===== src/dpram_host_pkg.sv =====
/*
 * constants, types and register map of the dual-port ram port controller.
 * assumes one 250 mhz clock and the ram port pins taken synchronously.
 */
package dpram_host_pkg;

    // -------------------------------------------------------------
    // register map
    // -------------------------------------------------------------
    localparam logic [3:0] REG_CMD    = 4'h0;
    localparam logic [3:0] REG_ADDR   = 4'h4;
    localparam logic [3:0] REG_WDATA  = 4'h8;
    localparam logic [3:0] REG_STATUS = 4'hc;
    localparam int ST_ACTIVE  = 0;
    localparam int ST_DONE    = 1;
    localparam int ST_MAILBOX = 2;
    localparam int ST_BUSY    = 3;
    localparam logic [11:0] ADDR_RESET  = 12'h000;
    localparam logic [7:0]  WDATA_RESET = 8'h00;
    localparam logic [2:0]  LAST_TOKEN  = 3'h7;

    typedef enum logic [2:0] {
        OP_MEM_RD   = 3'h0,
        OP_MEM_WR   = 3'h1,
        OP_SEM_RD   = 3'h2,
        OP_SEM_WR   = 3'h3,
        OP_SEM_INIT = 3'h4
    } op_t;

    typedef struct packed {
        logic [11:0] addr;
        logic [7:0]  data;
        logic        data_oe;
        logic        ce_n;
        logic        rw_n;
        logic        oe_n;
        logic        sem_n;
    } port_out_t;

    localparam port_out_t PINS_IDLE = '{12'h000, 8'h00, 1'b0,
                                        1'b1, 1'b1, 1'b1, 1'b1};

    // -------------------------------------------------------------
    // timing
    // -------------------------------------------------------------
    localparam int CLK_PERIOD_NS = 4;

    function automatic int ns_to_cyc(input int ns);
        return (ns + CLK_PERIOD_NS - 1) / CLK_PERIOD_NS;
    endfunction : ns_to_cyc

    localparam int BUSY_SETTLE_NS           = 20;
    localparam int WRITE_PULSE_NS           = 20;
    localparam int ACCESS_NS                = 25;
    localparam int CROSS_PORT_DATA_DELAY_NS = 30;
    localparam int ADDR_HOLD_NS             = 2;
    localparam int TOKEN_UPDATE_PULSE_NS    = 10;
    localparam int BUSY_SETTLE_CYC  = ns_to_cyc(BUSY_SETTLE_NS);
    localparam int WRITE_PULSE_CYC  = ns_to_cyc(WRITE_PULSE_NS);
    localparam int ACCESS_CYC       = ns_to_cyc(ACCESS_NS);
    localparam int CROSS_PORT_CYC   = ns_to_cyc(CROSS_PORT_DATA_DELAY_NS);
    localparam int READ_WAIT_CYC    = (ACCESS_CYC > CROSS_PORT_CYC) ?
                                      ACCESS_CYC : CROSS_PORT_CYC;
    localparam int ADDR_HOLD_CYC    = ns_to_cyc(ADDR_HOLD_NS);
    localparam int TOKEN_UPDATE_CYC = ns_to_cyc(TOKEN_UPDATE_PULSE_NS);
    localparam int TOKEN_SETTLE_CYC = 1;

endpackage : dpram_host_pkg


===== src/dpram_port_host.sv =====
/*
 * controller for one port of the dual-port ram: takes commands over
 * avalon-mm and runs ram or token cycles on the port pins.
 * assumes pin inputs synchronous to clk and one master on the bus.
 */
`timescale 1ns/1ps
module dpram_port_host (
    input  wire logic                      clk,
    input  wire logic                      reset,
    input  wire logic [3:0]                avs_address,
    input  wire logic                      avs_read,
    input  wire logic                      avs_write,
    input  wire logic [31:0]               avs_writedata,
    output logic      [31:0]               avs_readdata,
    output logic                           avs_waitrequest,
    output dpram_host_pkg::port_out_t      port_out,
    input  wire logic [7:0]                data_in,
    input  wire logic                      busy_n_in,
    input  wire logic                      int_n_in
);

    typedef enum {S_IDLE, S_SETUP, S_ENABLE, S_STROBE, S_RELEASE} state_t;

    state_t                  state;
    logic [3:0]              cnt;
    dpram_host_pkg::op_t     op;
    logic [2:0]              idx;
    logic [11:0]             addr_reg;
    logic [7:0]              wdata_reg;
    logic [7:0]              rdata;
    logic                    done;
    logic                    bus_wr;
    logic                    start;
    logic                    finish;

    function automatic logic is_sem(input dpram_host_pkg::op_t o);
        return o == dpram_host_pkg::OP_SEM_RD ||
               o == dpram_host_pkg::OP_SEM_WR ||
               o == dpram_host_pkg::OP_SEM_INIT;
    endfunction : is_sem

    function automatic logic is_wr(input dpram_host_pkg::op_t o);
        return o == dpram_host_pkg::OP_MEM_WR ||
               o == dpram_host_pkg::OP_SEM_WR ||
               o == dpram_host_pkg::OP_SEM_INIT;
    endfunction : is_wr

    assign bus_wr = avs_write && !avs_waitrequest;
    assign start  = bus_wr && avs_address == dpram_host_pkg::REG_CMD &&
                    state == S_IDLE &&
                    avs_writedata[2:0] <= dpram_host_pkg::OP_SEM_INIT;
    assign finish = state == S_RELEASE && cnt <= 4'h1 &&
                    !(op == dpram_host_pkg::OP_SEM_INIT &&
                      idx != dpram_host_pkg::LAST_TOKEN);

    // -------------------------------------------------------------
    // avalon slave
    // -------------------------------------------------------------
    always_ff @(posedge clk) begin
        if (reset) begin
            avs_waitrequest <= 1'b1;
            avs_readdata    <= 32'h0000_0000;
        end else if ((avs_read || avs_write) && avs_waitrequest) begin
            avs_waitrequest <= 1'b0;
            avs_readdata    <= 32'h0000_0000;
            if (avs_read) begin
                unique case (avs_address)
                    dpram_host_pkg::REG_CMD:
                        avs_readdata <= {29'h0000_0000, op};
                    dpram_host_pkg::REG_ADDR:
                        avs_readdata <= {20'h0_0000, addr_reg};
                    dpram_host_pkg::REG_WDATA:
                        avs_readdata <= {24'h00_0000, wdata_reg};
                    dpram_host_pkg::REG_STATUS:
                        avs_readdata <= {16'h0000, rdata, 4'h0, !busy_n_in,
                                         !int_n_in, done, state != S_IDLE};
                    default:
                        avs_readdata <= 32'h0000_0000;
                endcase
            end
        end else begin
            avs_waitrequest <= 1'b1;
        end
    end

    always_ff @(posedge clk) begin
        if (reset) begin
            addr_reg  <= dpram_host_pkg::ADDR_RESET;
            wdata_reg <= dpram_host_pkg::WDATA_RESET;
        end else if (bus_wr) begin
            if (avs_address == dpram_host_pkg::REG_ADDR)
                addr_reg <= avs_writedata[11:0];
            if (avs_address == dpram_host_pkg::REG_WDATA)
                wdata_reg <= avs_writedata[7:0];
        end
    end

    // sticky done: completion wins over a clear in the same cycle
    always_ff @(posedge clk) begin
        if (reset)
            done <= 1'b0;
        else if (finish)
            done <= 1'b1;
        else if (bus_wr && avs_address == dpram_host_pkg::REG_STATUS &&
                 avs_writedata[dpram_host_pkg::ST_DONE])
            done <= 1'b0;
    end

    // -------------------------------------------------------------
    // port sequencer
    // -------------------------------------------------------------
    always_ff @(posedge clk) begin
        if (reset) begin
            state    <= S_IDLE;
            cnt      <= 4'h0;
            op       <= dpram_host_pkg::OP_MEM_RD;
            idx      <= 3'h0;
            rdata    <= 8'h00;
            port_out <= dpram_host_pkg::PINS_IDLE;
        end else begin
            unique case (state)
                S_IDLE: begin
                    port_out.data_oe <= 1'b0;
                    if (start) begin
                        op    <= dpram_host_pkg::op_t'(avs_writedata[2:0]);
                        idx   <= 3'h0;
                        state <= S_SETUP;
                        // address moves only with the write strobe high
                        if (avs_writedata[2:0] ==
                            dpram_host_pkg::OP_SEM_INIT) begin
                            port_out.addr <= 12'h000;
                            port_out.data <= 8'h01;
                        end else begin
                            port_out.addr <= addr_reg;
                            port_out.data <= wdata_reg;
                        end
                    end
                end
                S_SETUP: begin
                    port_out.ce_n  <= is_sem(op);
                    port_out.sem_n <= !is_sem(op);
                    port_out.oe_n  <= is_wr(op);
                    cnt   <= is_sem(op) ?
                             4'(dpram_host_pkg::TOKEN_SETTLE_CYC) :
                             4'(dpram_host_pkg::BUSY_SETTLE_CYC);
                    state <= S_ENABLE;
                end
                S_ENABLE: begin
                    if (cnt > 4'h1) begin
                        cnt <= cnt - 4'h1;
                    end else if (is_sem(op) || busy_n_in) begin
                        if (is_wr(op)) begin
                            port_out.rw_n    <= 1'b0;
                            port_out.data_oe <= 1'b1;
                            cnt <= 4'(dpram_host_pkg::WRITE_PULSE_CYC);
                        end else begin
                            cnt <= 4'(dpram_host_pkg::READ_WAIT_CYC);
                        end
                        state <= S_STROBE;
                    end
                end
                S_STROBE: begin
                    if (cnt > 4'h1) begin
                        cnt <= cnt - 4'h1;
                    end else begin
                        if (!is_wr(op))
                            rdata <= data_in;
                        port_out.rw_n  <= 1'b1;
                        port_out.oe_n  <= 1'b1;
                        port_out.ce_n  <= 1'b1;
                        port_out.sem_n <= 1'b1;
                        cnt   <= is_sem(op) ?
                                 4'(dpram_host_pkg::TOKEN_UPDATE_CYC) :
                                 4'(dpram_host_pkg::ADDR_HOLD_CYC);
                        state <= S_RELEASE;
                    end
                end
                S_RELEASE: begin
                    port_out.data_oe <= 1'b0;
                    if (cnt > 4'h1) begin
                        cnt <= cnt - 4'h1;
                    end else if (finish) begin
                        state <= S_IDLE;
                    end else begin
                        idx           <= idx + 3'h1;
                        port_out.addr <= {9'h000, idx + 3'h1};
                        state         <= S_SETUP;
                    end
                end
            endcase
        end
    end
endmodule : dpram_port_host


===== config.mk =====
export PLATFORM = sky130hd
export DESIGN_NAME = dpram_port_host
export DESIGN_NICKNAME = d
export VERILOG_FILES = /design/src/dpram_host_pkg.sv /design/src/dpram_port_host.sv
export SDC_FILE = /design/constraint.sdc
export NUM_CORES = 1
export LEC_CHECK = 0
export BUFFER_PORTS_ARGS = -buffer_cell sky130_fd_sc_hd__buf_4
export CAP_MARGIN = 30
export CORE_ASPECT_RATIO = 2
export CORE_MARGIN = 1
export CORE_UTILIZATION = 54
export CTS_BUF_LIST = sky130_fd_sc_hd__clkbuf_8
export DETAILED_ROUTE_END_ITERATION = 7
export HOLD_SLACK_MARGIN = 0.02
export PLACE_DENSITY = 0.86
export SYNTH_ARGS = -nofsm -noshare
export SYNTH_HDL_FRONTEND = slang
export SYNTH_SLANG_ARGS = --single-unit

===== constraint.sdc =====
create_clock -name clk -period 2.3 [get_ports clk]
set_input_delay 0.46 -clock clk [delete_from_list [all_inputs] [get_ports clk]]
set_output_delay 0.46 -clock clk [all_outputs]
set_load 0.005 [all_outputs]

==> impl_metrics.toml <==
[placement]
place_ws_ns = 0.272
numPortBuffers = 71
dp.cells = 564
hpwl_mm = 7.32
post_dp_cell_area_um2 = 4280
gp_congestion = 0.919

[power]
p_leak_nw = 1.84
power_mw = 3.24
internal_power_mw = 2.17
p_clk_frac = 0.304
vdd_drop_max_v = 0.000585
power_frac_seq = 0.490
swShare = 0.331
p_comb_frac = 0.206
switching_power_mw = 1.07
p_per_area_nw_per_um2 = 726

[timing]
slew_headroom = 0.530
setup-violations-final = 0
skew_ns = 0.00827
period_minus_slack_ns = 2.06
rsz0062_at_grt = "false"
setup_tns_ns = 0
finalCritPeriodShare = 0.895
slew_viol_final = 0
setup_slack_ns = 0.241
worst_pin_slew_ns = 0.701
fmax_mhz = 486
fin_hold_ws_ns = 0.311
timing.final.hold_violations = 0

[worst_setup_path]
cp-startpoint = "cnt[0]$_SDFFE_PP0P_"
worstPathRequired_ns = 2.57
cp_common_cell = "nor2_1"
r2r_slack_ns = 0.24
critPathSlowestCell = "a21oi_1"
critical-path-max-stage-delay_ns = 0.42
crit_path_end_kind = "flop"
start_kind = "flop"
critPathArrivalTime_ns = 2.33
cp_cell_sequence = "inv_1 > ha_1 > nor2_1 > o311ai_0 > a21oi_1 > nor2_1 > a2111oi_2"
timing.rr.start = "cnt[0]$_SDFFE_PP0P_"
crit_path_max_fanout = 6
cp.buffers_inverters = 1
cp_top_family = "compound AO/OA/AOI/OAI gates"
reg2regPathDepth = 7
r2r-end = "cnt[0]$_SDFFE_PP0P_"
critPathKind = "flop to flop"

[floorplanning]
io_pins = 108
die_w_um = 60.7
start_util = 0.562
design.core.area_um2 = 6620
dieHeight_um = 119
rows = 42
die-area_um2 = 7250

[logic_synthesis]
ys_ff_latch = 84
synth-edff-count = 0
synth_ff_type = "dfxtp_1"
synth_common_cells = "dfxtp_1, nor2_1, nand2_1, a21oi_1, a22oi_1"
synth_cells = 419
synth_area_um2 = 3720
post_synth.cell_area_avg_um2 = 8.88
yosysSeqAreaShare = 0.452
async_reset_ff_frac = 0
yosysMostFrequentCell = "dfxtp_1"
synthTopCellsByArea = "dfxtp_1, nor2_1, a22oi_1"
yosysWarnings = 0
yosysTopAreaCell = "dfxtp_1"
synth_cell_types = 55
yosys.area.top_type_share = 0.452

[global_route]
grt.total_usage = 0.291
grt_pass1_vias = 3400
grt_pass1_wl_mm = 15.4
overflow = 0
grt_max_degree = 35
antenna_found_initial = 0

[clock_tree]
cts_inserted_buffers = 9
cts_resized = 0
postCtsHoldBufs = 0
cts_setup_buffers = 0
htree_levels = 3
cts_tree = "built"
insertion_delay_ns = 0.37
cts.sinks = 84
clock-root-buffer = "clkbuf_8"
clk_path_buf_depth = 2
path_clk_slew_ns = 0.09

[run]
drv_cap = 0

[layout]
instances_no_fill = 580
drive_gt1_frac = 0.244
finalInstanceArea_um2 = 4470
syn2layout_area_growth_pct = 20.0
antenna_cells = 0
largest_reg_flops = 25
finish.net_count = 541
fin_util = 0.675

[detailed_routing]
ant_nets = 0
vias_per_cell = 5.75
drt_iter0_drc = 199
drtPass1Iterations = 5
wl_per_cell_um = 16.8
drcViolationCount = 0
wl_mm = 9.72
vias = 3337

[worst_hold_path]
holdPathStages = 3
holdCritStartpoint = "data_in[0]"
hold_end = "rdata[0]$_SDFFE_PP0P_"
hold_class = "primary input to flop"

[run_status]
outcome = "complete, no violations"
## layout make-up
cell class,instances,area [µm²]
multi-input cells,298,1820
flip-flops and latches,84,1680
repair buffers,86,646
inverters,8,30.0
clock inverters,7,60.1
fillers,546,2150
well taps,88,110
clock buffers,9,124
## how the worst max path moves through the flow
| stage | to | depth (start not counted) |
|---|---|---|
| after floorplan | port_out[21]$_SDFFE_PP0P_ | 6 |
| after global placement | port_out[15]$_SDFFE_PP0P_ | 8 |
| after detailed placement | port_out[15]$_SDFFE_PP0P_ | 8 |
| after CTS | cnt[0]$_SDFFE_PP0P_ | 7 |
| after global routing | cnt[0]$_SDFFE_PP0P_ | 7 |
| final | cnt[0]$_SDFFE_PP0P_ | 7 |
## power groups by stage
stage	logic, mW	registers (mW)	clock network (mW)
2_1_floorplan	0.512	1.58	0
4_1_cts	0.661	1.59	1.00
5_1_grt	0.745	1.60	1.06
6_report	0.669	1.59	0.985
3_5_place_dp	0.656	1.62	0
3_3_place_gp	0.645	1.62	0
## cell families (layout without fill, tap and decap cells)
group                    after synthesis  count (layout)  synth area share
AND/OR/NAND/NOR                      159             159             0.202
multiplexers                          16              16            0.0545
other                                  1              16           0.00101
flip-flops                            84              84             0.452
XOR/XNOR                               2               2           0.00471
buffers and inverters                 52             110            0.0753
adder cells (fa/ha/maj)                4               4            0.0134
AO/OA/AOI/OAI                        101             101             0.198
## metal layers
| layer | wire length, µm | up-vias | share of wire | global-route usage |
|---|---|---|---|---|
| met5 | 0 | - | 0 | 0 |
| li1 | - | 1597 | - | - |
| met4 | 614 | 0 | 0.063 | 0.212 |
| met2 | 5370 | 121 | 0.55 | 0.506 |
| met3 | 411 | 49 | 0.042 | 0.0641 |
| met1 | 3330 | 1570 | 0.34 | 0.281 |
## worst reg2reg max path: stages, from the launching register on
cell and delay [ns]:
dfxtp_1 0.41, inv_1 0.07, ha_1 0.25, nor2_1 0.25
o311ai_0 0.19, a21oi_1 0.42, nor2_1 0.11, a2111oi_2 0.27
## cells in the final DEF (no fill, tap or decap), types with 10 or more instances in the layout
| cell type | count |
|---|---|
| buf_4 | 86 |
| dfxtp_1 | 84 |
| nor2_1 | 61 |
| nand2_1 | 35 |
| a21oi_1 | 32 |
| a22oi_1 | 29 |
| nand3_1 | 24 |
| conb_1 | 16 |
| nor3_1 | 10 |
No activity file was read; power rests on OpenSTA's default activity.
